`src/dfc_pkg.sv`:
```
// Purpose: Shared constants for the diagnostic fault and command register bank
// Assumes: 25 MHz system clock, registers reached by a word-wide register port
// Notes:   Offsets are register indices on that port

package dfc_pkg;
	// Register port geometry
	localparam int ADDR_W  = 4;
	localparam int WDATA_W = 8;
	localparam int RDATA_W = 13;
	localparam int ANG_W   = 12;
	localparam int CNT_W   = 20;

	// Register offsets
	localparam logic [ADDR_W-1:0] OFS_DIAG_FAULT_STATUS = 4'h5;
	localparam logic [ADDR_W-1:0] OFS_COMMAND_CONTROL   = 4'h8;

	// diag_fault_status field positions
	localparam int DIAG_LINE_CODE_FAULT   = 6;
	localparam int DIAG_LOGIC_ST_FAIL     = 4;
	localparam int DIAG_XDCR_ST_FAIL      = 3;

	// command_control field positions
	localparam int CMD_SELFTEST_TRIGGER   = 4;
	localparam int CMD_TURN_CLEAR         = 3;
	localparam int CMD_SPEED_MODE         = 2;
	localparam int CMD_LOW_POWER_SELECT   = 1;
	localparam int CMD_FAULT_CLEAR        = 0;

	// Reset values
	localparam logic [RDATA_W-1:0] DIAG_RESET   = 13'h0000;
	localparam logic               LPSEL_RESET  = 1'b0;
	localparam logic               SPEED_RESET  = 1'b0;

	// Self-test choice bits from nonvolatile memory
	localparam int CHOICE_LOGIC = 0;
	localparam int CHOICE_XDCR  = 1;

	// Timing
	localparam int CLK_HZ            = 25_000_000;
	localparam int LOGIC_TEST_MS     = 10;
	localparam int XDCR_TEST_MS      = 40;
	localparam int LOGIC_TEST_CYCLES = LOGIC_TEST_MS * (CLK_HZ / 1000);
	localparam int XDCR_TEST_CYCLES  = XDCR_TEST_MS * (CLK_HZ / 1000);

	// Self-test sequencer states
	typedef enum logic [1:0] {
		ST_IDLE,
		ST_LOGIC,
		ST_XDCR
	} dfc_test_e;
endpackage

```
`src/dfc_regs.sv`:
```
// Purpose: Secondary fault status, command register, self-test windows, zeroed angle
// Assumes: All inputs come from logic on SYS_CLK; the serial front end decodes frames
// Notes:   Read data appear one cycle after the read strobe

`timescale 1ns/1ps

// Contract
// - Secondary fault bits stay set until fault clear, hard reset or power-on reset.
// - Serial error indication asserts whenever any unmasked fault bit is set.
// - Masked fault bits still set but do not drive the error indication.
// - Bit 6 reads one after a line-code link error; read only.
// - Bit 4 reads one after a failed logic self-test.
// - Bit 3 reads one after a failed transducer self-test.
// - Bits 0,1,2,5 factory reserved, bits 12 to 7 unused; host ignores them.
// - Write-one command fields execute at once, clear, and read as zero.
// - Command bit 4 written one starts the chosen self-tests; zero does nothing.
// - Logic self-test lasts about 10 ms with no angle measurement.
// - Transducer self-test lasts about 40 ms with no angle readings.
// - Command bit 3 written one clears the turn count register.
// - Speed-mode bit loads its stored default at power-up; writes override temporarily.
// - Internal averaging allowed only while command bit 2 is one.
// - Command bit 1 picks low-power or transport mode for next request.
// - Command bit 0 written one clears the primary fault register.
// - Output angle equals raw angle minus reference angle.
module dfc_regs #(
	parameter logic [dfc_pkg::CNT_W-1:0] LOGIC_CYCLES = dfc_pkg::CNT_W'(dfc_pkg::LOGIC_TEST_CYCLES),
	parameter logic [dfc_pkg::CNT_W-1:0] XDCR_CYCLES  = dfc_pkg::CNT_W'(dfc_pkg::XDCR_TEST_CYCLES)
) (
	// Clock and resets
	input  wire logic                          SYS_CLK,
	input  wire logic                          NRST,
	input  wire logic                          HARD_RST,
	// Register port
	input  wire logic [dfc_pkg::ADDR_W-1:0]    REG_ADDR,
	input  wire logic [dfc_pkg::WDATA_W-1:0]   REG_WDATA,
	input  wire logic                          REG_WR,
	input  wire logic                          REG_RD,
	output logic      [dfc_pkg::RDATA_W-1:0]   REG_RDATA,
	// Fault sources and masks
	input  wire logic                          LINE_CODE_ERR,
	input  wire logic                          LOGIC_TEST_PASS,
	input  wire logic                          XDCR_TEST_PASS,
	input  wire logic [dfc_pkg::RDATA_W-1:0]   FAULT_MASK,
	output logic                               SPI_ERROR_FLAG,
	// Nonvolatile defaults
	input  wire logic [1:0]                    SELFTEST_CHOICE,
	input  wire logic                          SPEED_MODE_DEFAULT,
	// Command effects
	output logic                               TURN_CLEAR,
	output logic                               PRIMARY_FAULT_CLEAR,
	output logic                               AVG_ENABLE,
	output logic                               LOW_POWER_TRANSPORT,
	output logic                               LOGIC_TEST_BUSY,
	output logic                               XDCR_TEST_BUSY,
	// Angle path
	input  wire logic [dfc_pkg::ANG_W-1:0]     RAW_ANGLE,
	input  wire logic                          RAW_VALID,
	input  wire logic [dfc_pkg::ANG_W-1:0]     REF_ANGLE,
	output logic      [dfc_pkg::ANG_W-1:0]     ANGLE_OUT
);
	// Register port decode
	logic                            cmd_wr;
	logic                            cmd_rd;
	logic                            diag_rd;
	logic                            fault_clr;
	logic                            turn_clr;
	logic                            trig_wr;
	// Fault state
	logic [dfc_pkg::RDATA_W-1:0]     diag_r;
	logic [dfc_pkg::RDATA_W-1:0]     fault_set;
	logic                            err_any;
	logic                            logic_fail;
	logic                            xdcr_fail;
	// Command state
	logic                            speed_r;
	logic                            lpsel_r;
	logic                            loaded_r;
	logic [dfc_pkg::RDATA_W-1:0]     cmd_view;
	// Self-test sequencer and its timer
	dfc_pkg::dfc_test_e              state_r;
	dfc_pkg::dfc_test_e              state_nxt;
	logic                            launch;
	logic [dfc_pkg::CNT_W-1:0]       launch_len;
	logic                            tmr_running;
	logic                            tmr_done;
	logic                            test_idle;
	// Zeroed angle
	logic [dfc_pkg::ANG_W-1:0]       angle_diff;

	// True when a port strobe targets the given register
	function automatic logic hits(input logic [dfc_pkg::ADDR_W-1:0] addr,
		input logic strobe, input logic [dfc_pkg::ADDR_W-1:0] ofs);
		return strobe && (addr == ofs);
	endfunction

	// Readable view of the fault word; spare and unused bits always read zero
	function automatic logic [dfc_pkg::RDATA_W-1:0] visible(
		input logic [dfc_pkg::RDATA_W-1:0] raw);
		logic [dfc_pkg::RDATA_W-1:0] keep;
		keep = '0;
		keep[dfc_pkg::DIAG_LINE_CODE_FAULT] = 1'b1;
		keep[dfc_pkg::DIAG_LOGIC_ST_FAIL]   = 1'b1;
		keep[dfc_pkg::DIAG_XDCR_ST_FAIL]    = 1'b1;
		return raw & keep;
	endfunction

	// Strobe decode; write-one fields act only in the write cycle itself
	always_comb begin
		cmd_wr    = hits(REG_ADDR, REG_WR, dfc_pkg::OFS_COMMAND_CONTROL);
		cmd_rd    = hits(REG_ADDR, REG_RD, dfc_pkg::OFS_COMMAND_CONTROL);
		diag_rd   = hits(REG_ADDR, REG_RD, dfc_pkg::OFS_DIAG_FAULT_STATUS);
		fault_clr = cmd_wr && REG_WDATA[dfc_pkg::CMD_FAULT_CLEAR];
		turn_clr  = cmd_wr && REG_WDATA[dfc_pkg::CMD_TURN_CLEAR];
		trig_wr   = cmd_wr && REG_WDATA[dfc_pkg::CMD_SELFTEST_TRIGGER];
	end

	// Fault events; a failing test reports only when its window closes
	always_comb begin
		test_idle  = (state_r == dfc_pkg::ST_IDLE);
		logic_fail = (state_r == dfc_pkg::ST_LOGIC) && tmr_done && !LOGIC_TEST_PASS;
		xdcr_fail  = (state_r == dfc_pkg::ST_XDCR) && tmr_done && !XDCR_TEST_PASS;
		fault_set  = '0;
		fault_set[dfc_pkg::DIAG_LINE_CODE_FAULT] = LINE_CODE_ERR;
		fault_set[dfc_pkg::DIAG_LOGIC_ST_FAIL]   = logic_fail;
		fault_set[dfc_pkg::DIAG_XDCR_ST_FAIL]    = xdcr_fail;
	end

	// Sticky fault bits; a new event wins over a clear in the same cycle
	// so that a fault arriving during the clear is never lost
	genvar gi;
	generate
		for (gi = 0; gi < dfc_pkg::RDATA_W; gi++) begin : g_sticky
			always_ff @(posedge SYS_CLK or negedge NRST) begin
				if (!NRST) begin
					diag_r[gi] <= dfc_pkg::DIAG_RESET[gi];
				end else if (fault_set[gi]) begin
					diag_r[gi] <= 1'b1;
				end else if (fault_clr || HARD_RST) begin
					diag_r[gi] <= 1'b0;
				end
			end
		end
	endgenerate

	// Error indication; masked bits stay in the register but stay silent
	assign err_any = |(visible(diag_r) & ~FAULT_MASK);

	// Registered error flag for the serial responses
	always_ff @(posedge SYS_CLK or negedge NRST) begin
		if (!NRST) begin
			SPI_ERROR_FLAG <= 1'b0;
		end else begin
			SPI_ERROR_FLAG <= err_any;
		end
	end

	// Speed and low-power bits; the stored default loads in the first cycle
	// after power-on reset, so a write landing in that cycle is lost
	always_ff @(posedge SYS_CLK or negedge NRST) begin
		if (!NRST) begin
			loaded_r <= 1'b0;
			speed_r  <= dfc_pkg::SPEED_RESET;
			lpsel_r  <= dfc_pkg::LPSEL_RESET;
		end else if (!loaded_r) begin
			loaded_r <= 1'b1;
			speed_r  <= SPEED_MODE_DEFAULT;
		end else if (cmd_wr) begin
			speed_r <= REG_WDATA[dfc_pkg::CMD_SPEED_MODE];
			lpsel_r <= REG_WDATA[dfc_pkg::CMD_LOW_POWER_SELECT];
		end
	end

	// Mode outputs come straight from the command flops
	assign AVG_ENABLE          = speed_r;
	assign LOW_POWER_TRANSPORT = lpsel_r;

	// Command word view; write-one fields always read zero
	always_comb begin
		cmd_view = '0;
		cmd_view[dfc_pkg::CMD_SPEED_MODE]       = speed_r;
		cmd_view[dfc_pkg::CMD_LOW_POWER_SELECT] = lpsel_r;
	end

	// One-cycle command pulses towards the turn counter and primary faults
	always_ff @(posedge SYS_CLK or negedge NRST) begin
		if (!NRST) begin
			TURN_CLEAR          <= 1'b0;
			PRIMARY_FAULT_CLEAR <= 1'b0;
		end else begin
			TURN_CLEAR          <= turn_clr;
			PRIMARY_FAULT_CLEAR <= fault_clr;
		end
	end

	// Self-test sequencer; logic test first, then the transducer test
	always_comb begin
		state_nxt  = state_r;
		launch     = 1'b0;
		launch_len = LOGIC_CYCLES;
		unique case (state_r)
			dfc_pkg::ST_IDLE: begin
				if (trig_wr && SELFTEST_CHOICE[dfc_pkg::CHOICE_LOGIC]) begin
					state_nxt = dfc_pkg::ST_LOGIC;
					launch    = 1'b1;
				end else if (trig_wr && SELFTEST_CHOICE[dfc_pkg::CHOICE_XDCR]) begin
					state_nxt  = dfc_pkg::ST_XDCR;
					launch     = 1'b1;
					launch_len = XDCR_CYCLES;
				end
			end
			dfc_pkg::ST_LOGIC: begin
				if (tmr_done && SELFTEST_CHOICE[dfc_pkg::CHOICE_XDCR]) begin
					state_nxt  = dfc_pkg::ST_XDCR;
					launch     = 1'b1;
					launch_len = XDCR_CYCLES;
				end else if (tmr_done) begin
					state_nxt = dfc_pkg::ST_IDLE;
				end
			end
			dfc_pkg::ST_XDCR: begin
				if (tmr_done) begin
					state_nxt = dfc_pkg::ST_IDLE;
				end
			end
			default: begin
				state_nxt = dfc_pkg::ST_IDLE;
			end
		endcase
	end

	// Sequencer state and busy flags; further triggers are ignored while busy
	always_ff @(posedge SYS_CLK or negedge NRST) begin
		if (!NRST) begin
			state_r         <= dfc_pkg::ST_IDLE;
			LOGIC_TEST_BUSY <= 1'b0;
			XDCR_TEST_BUSY  <= 1'b0;
		end else begin
			state_r         <= state_nxt;
			LOGIC_TEST_BUSY <= (state_nxt == dfc_pkg::ST_LOGIC);
			XDCR_TEST_BUSY  <= (state_nxt == dfc_pkg::ST_XDCR);
		end
	end

	// One timer is shared, since the two windows never overlap
	dfc_test_timer i_dfc_test_timer (
		.clk     (SYS_CLK),
		.nrst    (NRST),
		.start   (launch),
		.length  (launch_len),
		.running (tmr_running),
		.done    (tmr_done)
	);

	// Zeroed angle; frozen while a self-test owns the front end
	assign angle_diff = RAW_ANGLE - REF_ANGLE;
	always_ff @(posedge SYS_CLK or negedge NRST) begin
		if (!NRST) begin
			ANGLE_OUT <= '0;
		end else if (RAW_VALID && test_idle) begin
			ANGLE_OUT <= angle_diff;
		end
	end

	// Read data register; holds its value until the next read
	always_ff @(posedge SYS_CLK or negedge NRST) begin
		if (!NRST) begin
			REG_RDATA <= '0;
		end else if (diag_rd) begin
			REG_RDATA <= visible(diag_r);
		end else if (cmd_rd) begin
			REG_RDATA <= cmd_view;
		end
	end
endmodule // dfc_regs

```
`src/dfc_test_timer.sv`:
```
// Purpose: Down-counter timing one self-test window
// Assumes: Start is ignored while a window runs
// Notes:   Done is a one-cycle registered pulse at the end of the window

`timescale 1ns/1ps

module dfc_test_timer (
	// Clock and reset
	input  wire logic                       clk,
	input  wire logic                       nrst,
	// Control
	input  wire logic                       start,
	input  wire logic [dfc_pkg::CNT_W-1:0]  length,
	// Status
	output logic                            running,
	output logic                            done
);
	logic [dfc_pkg::CNT_W-1:0] cnt_r;

	// Count down the window; a zero length still lasts one cycle
	always_ff @(posedge clk or negedge nrst) begin
		if (!nrst) begin
			cnt_r   <= '0;
			running <= 1'b0;
			done    <= 1'b0;
		end else begin
			done <= 1'b0;
			if (start && !running) begin
				cnt_r   <= (length == '0) ? '0 : length - 1'b1;
				running <= 1'b1;
			end else if (running) begin
				if (cnt_r == '0) begin
					running <= 1'b0;
					done    <= 1'b1;
				end else begin
					cnt_r <= cnt_r - 1'b1;
				end
			end
		end
	end
endmodule // dfc_test_timer
```
`config.mk`:
```
export PLATFORM = sky130hd
export DESIGN_NAME = dfc_regs
export DESIGN_NICKNAME = d
export VERILOG_FILES = /design/src/dfc_pkg.sv /design/src/dfc_regs.sv /design/src/dfc_test_timer.sv
export SDC_FILE = /design/constraint.sdc
export NUM_CORES = 1
export LEC_CHECK = 0
export BUFFER_PORTS_ARGS = -buffer_cell sky130_fd_sc_hd__buf_2
export CAP_MARGIN = 20
export CORE_ASPECT_RATIO = 0.8
export CORE_UTILIZATION = 56
export DETAILED_ROUTE_END_ITERATION = 12
export GPL_TIMING_DRIVEN = 0
export HOLD_SLACK_MARGIN = 0.05
export PLACE_DENSITY = 0.94
export SYNTH_ARGS = -nofsm -noshare
export SYNTH_HDL_FRONTEND = slang
export SYNTH_SLANG_ARGS = --single-unit
export TNS_END_PERCENT = 5
```
`constraint.sdc`:
```
create_clock -name SYS_CLK -period 4.25 [get_ports SYS_CLK]
set_clock_uncertainty 0.05 [all_clocks]
set_input_delay 1.275 -clock SYS_CLK [delete_from_list [all_inputs] [get_ports SYS_CLK]]
set_output_delay 1.275 -clock SYS_CLK [all_outputs]
set_load 0.03 [all_outputs]
```
# After elaboration in Yosys (flattened, before gate mapping)
# Index checks and enable logic that the tools add are counted.
[word_totals]
reg_bits = 60
inputBits = 61
out_inout_bits = 32
[classes]
n_addsub = 3
eq_ne = 8
muxes = 31
n_bitwise = 2
n_reduce_logical = 30
[op_table]
columns = ["cell", "count"]
rows = [
  ["2-to-1 mux 20 bit", 7],
  ["zero test 20 bit", 2],
  ["case mux 20 bit (2 select lines)", 1],
  ["subtractor 20 x 1 -> 20 bit, second input constant", 2],
  ["2-to-1 mux 13 bit", 2],
  ["logical AND 1 bit", 15],
  ["2-to-1 mux 1 bit", 15],
  ["AND 7 x 13 -> 13 bit", 1],
  ["inverter 13 bit", 1],
  ["OR reduction 13 bit", 1],
  ["subtractor 12 bit", 1],
  ["nonzero test 2 bit", 5],
  ["2-to-1 mux 2 bit", 4],
  ["case mux 2 bit (3 select lines)", 1],
  ["equality test 2 x 1 -> 1 bit, second input constant", 2],
  ["equality test 2 bit, second input constant", 2],
  ["equality test 4 x 3 -> 1 bit, second input constant", 1],
  ["equality test 4 bit, second input constant", 1],
  ["AND reduction 2 bit", 2],
  ["zero test 1 bit", 3],
  ["zero test 2 bit", 1],
  ["!= test 2 x 1 -> 1 bit, second input constant", 1],
  ["!= test 2 bit, second input constant", 1],
  ["case mux 1 bit (2 select lines)", 1],
  ["logical OR 1 bit", 1],
]

# Longest topological paths before layout
[logic_depth]
word_depth = 10
ltp_mapped = 9

# Modules after synthesis
# Synthesis repeated with hierarchy kept, for this count alone.
[hier_totals]
hier_cells = 403
area_unflattened_um2 = 3552.2
[by_module_without_submodules]
columns = ["module", "n_inst", "cells_each", "area_per_inst_um2", "seq_area_each_um2"]
rows = [
  ["dfc_regs", 1, 194, 1808.0, 750.7],
  ["dfc_test_timer", 1, 209, 1744.2, 550.5],
]

# Worst setup path before layout
# No wires, ideal clock.
[synth_path]
kind = "input to register"
startpoint = "in REG_ADDR[0] (netlist bit)"
endpoint = "reg i_dfc_test_timer.cnt_r[5] (netlist bit)"
setup_ps = 124
arrival_time_ps = 2806
required_ps = 4076
setup_slack_ps = 1270
path_stages = 5
n_path_buf = 0
cell_sequence = "nor4b_4 -> a21oi_1 -> nor3_1 -> mux2i_1 -> a211o_1"
[synth_between]
elab_chain_len = 10
[synth_rtl]
columns = ["element", "line_no", "rtl"]
rows = [
  ["start: declaration", "dfc_regs.sv:34", "input wire logic [dfc_pkg::ADDR_W-1:0] REG_ADDR,"],
  ["equality test 4 bit *", "dfc_regs.sv:93", "return strobe && (addr == ofs);"],
  ["logical AND 1 bit *", "dfc_regs.sv:93", ""],
  ["logical AND 1 bit *", "dfc_regs.sv:114", "trig_wr = cmd_wr && REG_WDATA[dfc_pkg::CMD_SELFTEST_TRIGGER];"],
  ["logical AND 1 bit", "dfc_regs.sv:205", "end else if (trig_wr && SELFTEST_CHOICE[dfc_pkg::CHOICE_XDCR]) begin"],
  ["2-to-1 mux 20 bit or 2-to-1 mux 1 bit (tied branches)", "dfc_regs.sv:205", ""],
  ["2-to-1 mux 20 bit or 2-to-1 mux 1 bit (tied branches)", "dfc_regs.sv:202", "if (trig_wr && SELFTEST_CHOICE[dfc_pkg::CHOICE_LOGIC]) begin"],
  ["case mux 20 bit (2 select lines) or case mux 1 bit (2 select lines) (tied branches)", "dfc_regs.sv:200", "unique case (state_r)"],
  ["subtractor 20 x 1 -> 20 bit, or another cell as far along", "dfc_test_timer.sv:29", "cnt_r <= (length == '0) ? '0 : length - 1'b1;"],
  ["2-to-1 mux 20 bit, or another cell as far along", "dfc_test_timer.sv:29", ""],
  ["2-to-1 mux 20 bit or AND reduction 2 bit (tied branches)", "--", ""],
  ["end signal: assignment", "dfc_test_timer.sv:29", ""],
  ["end signal: assignment", "dfc_test_timer.sv:36", "cnt_r <= cnt_r - 1'b1;"],
  ["end: declaration", "dfc_test_timer.sv:18", "logic [dfc_pkg::CNT_W-1:0] cnt_r;"],
]
# Mark *: on every way between the ends. The rest lies on a longest branch, timed or not.
# A chain may end at the register's enable or synchronous reset.

# Final worst setup path
# Same ends and word-level chain as after synthesis.

==> reports/summary.log <==
INFO  global_routing grt_pass1_vias=2783
INFO  placed_design  portBuffers=71
INFO  logic_synthesis synth_area_leader_cell=sky130_fd_sc_hd__dfrtp_1
INFO  job            drv.max_cap_violation_count=0
INFO  routing        firstDrtPassIters=9
INFO  worst_setup_path critical_r2r_launch=i_dfc_test_timer.cnt_r[6]$_DFFE_PN0P_
INFO  clocking       cts_setup_buffers=0
INFO  pwr            power_switching_share=35.18%
INFO  global_routing grt_max_degree=32
INFO  worst_hold_path holdPathStages=2
INFO  worst_hold_path hp-class=flop to flop
INFO  logic_synthesis number_of_distinct_library_cells_after_synthesis=62
INFO  global_routing number_of_antenna_violations_at_the_first_check_in_global_routing=0
INFO  worst_setup_path cp.arrival=3.55ns
INFO  sta            report.final.hold_viol_count=0
INFO  logic_synthesis ys_async_sr_fraction=100.0%
INFO  global_routing grt_first_pass_wirelength=12480um
INFO  die            die_area=5952squm
INFO  routing        detail_route.vias_per_cell=5.922
INFO  placed_design  place_congestion=0.8868
INFO  sta            max-slew-margin-rel=36.90%
INFO  pwr            power_per_cell_area=382.3nW/um^2
INFO  pwr            cell_internal_pwr=0.0009374W
INFO  pwr            p_clk_share=24.9%
INFO  die            effective_utilization_at_floorplan=58.17%
INFO  final_layout   post_route_cells_drive_above_1_share=25.80%
INFO  worst_hold_path holdCritStartpoint=ANGLE_OUT[10]$_DFFE_PN0P_
INFO  worst_setup_path kind_of_cell_adding_the_most_delay_to_the_critical_path=simple AND/OR/NAND/NOR gates
INFO  clocking       cts_hold_buffers=0
INFO  clocking       htree_num_levels=2
INFO  die            dieWidth=86.01um
INFO  worst_setup_path timing.critical_path.buf_inv=1
INFO  final_layout   multiInputGateArea=1712squm
INFO  clocking       cts_num_sinks=52
INFO  pwr            switching_power=0.0005088W
INFO  routing        post_drt_wl_per_cell=15.36um
INFO  worst_setup_path worstRegToRegCells=5
INFO  final_layout   area.growth.synth_to_final=19.63%
INFO  routing        wirelength=7451um
INFO  worst_setup_path setup.worst_path.end_class=flop
INFO  run_status     outcome=complete, but fails checks
INFO  die            die-height=69.21um
INFO  clocking       clk_pin_slew_worst_paths=0.09ns
INFO  logic_synthesis average_instance_area_after_synthesis=9.881squm
INFO  sta            period_share=79.83%
INFO  clocking       ctsRootBufferMaster=sky130_fd_sc_hd__clkbuf_8
INFO  pwr            leakage=1.823nW
INFO  die            ios=93
INFO  worst_setup_path reg2reg_slack=1.70ns
INFO  placed_design  dp_cell_count=477
INFO  logic_synthesis synth_ff_type=sky130_fd_sc_hd__dfrtp_1
INFO  worst_setup_path crit_required=4.40ns
INFO  pwr            irDropWorstVdd=0.0001850V
INFO  clocking       clock_latency=0.31ns
INFO  worst_hold_path holdPathEnd=ANGLE_OUT[10]$_DFFE_PN0P_
INFO  final_layout   antenna_cells_inserted=0
INFO  sta            grt_setup_unrepaired=no
INFO  routing        vias=2872
INFO  sta            final.min_clock_period=3.393ns
INFO  sta            totalNegativeSetupSlack=0ns
INFO  sta            timing_max_transition_violations_final=0
INFO  worst_setup_path max_stage_delay=0.77ns
INFO  logic_synthesis yosys-top-cells-count=sky130_fd_sc_hd__dfrtp_1, sky130_fd_sc_hd__nand2_1, sky130_fd_sc_hd__inv_1, sky130_fd_sc_hd__a21oi_1, sky130_fd_sc_hd__ha_1
INFO  logic_synthesis yosysWarningCount=0
INFO  die            placement_rows=24
INFO  final_layout   area_used_by_sequential_logic_in_the_layout=1301squm
INFO  final_layout   instances_no_fill=485
INFO  worst_setup_path critical_path.cell_chain=buf_2, nor4b_4, a31oi_1, nor3_1, mux2i_1, a211o_1
INFO  die            fp.coreArea=5435squm
INFO  routing        drc_errors=1
INFO  final_layout   filler_cell_count=410
INFO  routing        detailedRoute.firstIterationViolations=186
INFO  global_routing all_layer_gr_usage=26.70%
INFO  global_routing grt_overflow_total=0
INFO  logic_synthesis yosys-top-cells-area=sky130_fd_sc_hd__dfrtp_1, sky130_fd_sc_hd__ha_1, sky130_fd_sc_hd__xnor2_1
INFO  clocking       tritoncts=built
INFO  worst_setup_path crit_reg_reg_endpoint=i_dfc_test_timer.cnt_r[12]$_DFFE_PN0P_
INFO  clocking       tritoncts.num_buffers=5
INFO  logic_synthesis synth_seq_area_share=41.16%
INFO  worst_setup_path cpMaxStageDelayCell=sky130_fd_sc_hd__nor3_1
INFO  routing        detail-route-antenna-nets=0
INFO  pwr            power.share.combinational=28.9%
INFO  placed_design  hpwl=5707um
INFO  run_status     violations=DRC
INFO  worst_setup_path path_class=primary input to flop
INFO  final_layout   design.final.nets=485
INFO  clocking       clk_path_buf_depth=2
INFO  sta            final-setup-viol-count=0
INFO  logic_synthesis syn-cell-area=3162squm
INFO  sta            tightest_slew=0.9393ns
INFO  logic_synthesis synth_most_common_cell=sky130_fd_sc_hd__dfrtp_1
INFO  worst_setup_path cp_max_fo=10
INFO  sta            fmax=294.7MHz
INFO  logic_synthesis portion_of_synthesized_cell_area_occupied_by_the_leading_cell_type=41.16%
INFO  logic_synthesis ys_ff_latch=52
INFO  logic_synthesis synth_enable_flop_cells=0
INFO  logic_synthesis netlist_instances=320
INFO  clocking       postCtsResizedCells=0
INFO  pwr            seqPwrFrac=46.2%
INFO  worst_setup_path start_kind=primary input
==> worst max-delay path by stage <==
stage | slack, ns | cells after the start | start | end
2_1_floorplan | 1.27 | 5 | REG_ADDR[0] | i_dfc_test_timer.cnt_r[5]$_DFFE_PN0P_
3_3_place_gp | 0.74 | 6 | REG_ADDR[0] | i_dfc_test_timer.cnt_r[5]$_DFFE_PN0P_
3_5_place_dp | 0.67 | 6 | REG_ADDR[0] | i_dfc_test_timer.cnt_r[5]$_DFFE_PN0P_
4_1_cts | 0.89 | 6 | REG_ADDR[0] | i_dfc_test_timer.cnt_r[5]$_DFFE_PN0P_
5_1_grt | 0.70 | 6 | REG_ADDR[0] | i_dfc_test_timer.cnt_r[5]$_DFFE_PN0P_
6_report | 0.86 | 6 | REG_ADDR[0] | i_dfc_test_timer.cnt_r[5]$_DFFE_PN0P_
==> worst register-to-register path: stages (launching register included) <==
cell and delay [ns]:
sky130_fd_sc_hd__dfrtp_1 0.43, sky130_fd_sc_hd__nor4_4 0.42, sky130_fd_sc_hd__or3b_2 0.54, sky130_fd_sc_hd__a2111oi_0 0.65
sky130_fd_sc_hd__xnor2_1 0.21, sky130_fd_sc_hd__mux2i_1 0.11
==> logic make-up (layout without fill, tap and decap cells) <==
kind of cell               count (synthesis)  in the layout  share of synthesized area [%]
and+or+nand+nor                          102            102                          19.83
buffers and inverters                     37            117                          5.540
AOI/OAI and AO/OA                         90             90                          20.38
other                                      2              9                         0.2375
adders and majority gates                 18             18                          7.360
muxes                                      5              5                          1.623
xor gates and xnor gates                  14             14                          3.878
DFF                                       52             52                          41.16
==> area by class of cell <==
type / count / share of cell area [%]
multi-input cells: 238 / 45.25
flip-flops and latches: 52 / 34.40
repair buffers: 72 / 9.924
well taps: 78 / 2.580
plain buffers: 16 / 2.547
clock buffers: 6 / 2.183
inverters: 21 / 2.084
clock inverters: 2 / 1.025
==> per-layer routing <==
| metal | vias up | GRT usage, % | part of all wire [%] |
|---|---|---|---|
| met5 | - | 0 | 0 |
| met2 | 138 | 42.86 | 47 |
| li1 | 1343 | - | - |
| met3 | 26 | 3.929 | 5.2 |
| met4 | 0 | 14.63 | 3.5 |
| met1 | 1365 | 34.84 | 44 |
==> power groups by stage <==
stage               sequential, W  clock [W]  combinational [W]
detailed placement       0.000673          0           0.000417
global route             0.000681   0.000381           0.000455
finish                   0.000668   0.000360           0.000418
floorplan                0.000744          0           0.000205
CTS                      0.000665   0.000363           0.000418
global placement         0.000667          0           0.000397
==> flip-flops by register name, indices dropped and copies added (netlist names) <==
name / count
i_dfc_test_timer.cnt_r: 20
ANGLE_OUT: 12
REG_RDATA: 5
diag_r: 3
state_r: 2
AVG_ENABLE: 1
LOGIC_TEST_BUSY: 1
LOW_POWER_TRANSPORT: 1
PRIMARY_FAULT_CLEAR: 1
SPI_ERROR_FLAG: 1
TURN_CLEAR: 1
XDCR_TEST_BUSY: 1
i_dfc_test_timer.done: 1
i_dfc_test_timer.running: 1
loaded_r: 1
==> metrics by stage <==
stage               total power [W]  instance area, sq um  hold WS [ns]  util (%)  setup slack (ns)
finish                     0.001446                  3782        0.4347     69.59            0.8572
global route               0.001517                  3782        0.4503     69.59            0.7020
CTS                        0.001446                  3782        0.4395     69.59            0.8877
detailed placement         0.001090                  3661        0.4189     67.36            0.6670
global placement           0.001065                  3641        0.4081     66.99            0.7380
floorplan                 0.0009494                  3188        0.3894         -             1.270
==> placed cells by master, fill, tap and decap left out, types with 3 or more instances in the layout <==
master                     Yosys  layout
sky130_fd_sc_hd__a211oi_1      6       6
sky130_fd_sc_hd__a21o_1        6       6
sky130_fd_sc_hd__a21oi_1      19      19
sky130_fd_sc_hd__a22o_1        5       5
sky130_fd_sc_hd__a31oi_1       4       4
sky130_fd_sc_hd__a32o_1        3       3
sky130_fd_sc_hd__and2_1        6       6
sky130_fd_sc_hd__and3_1        5       5
sky130_fd_sc_hd__buf_2         2      73
sky130_fd_sc_hd__buf_4         9       9
sky130_fd_sc_hd__clkbuf_1      5       5
sky130_fd_sc_hd__clkbuf_8      0       6
sky130_fd_sc_hd__conb_1        2       9
sky130_fd_sc_hd__dfrtp_1      52      52
sky130_fd_sc_hd__ha_1         17      17
sky130_fd_sc_hd__inv_1        21      21
sky130_fd_sc_hd__mux2i_1       4       4
sky130_fd_sc_hd__nand2_1      22      22
sky130_fd_sc_hd__nand2b_1      7       7
sky130_fd_sc_hd__nand3_1       3       3
sky130_fd_sc_hd__nor2_1        9       9
sky130_fd_sc_hd__nor3_1       13      13
sky130_fd_sc_hd__nor3b_1       4       4
sky130_fd_sc_hd__nor4_1        7       7
sky130_fd_sc_hd__o211ai_1      3       3
sky130_fd_sc_hd__o21a_1        8       8
sky130_fd_sc_hd__o21ai_0      10      10
sky130_fd_sc_hd__o31ai_1       5       5
sky130_fd_sc_hd__or3_1         4       4
sky130_fd_sc_hd__xnor2_1      11      11
sky130_fd_sc_hd__xor2_1        3       3
Note: power is estimated with default switching activity, not from simulation.
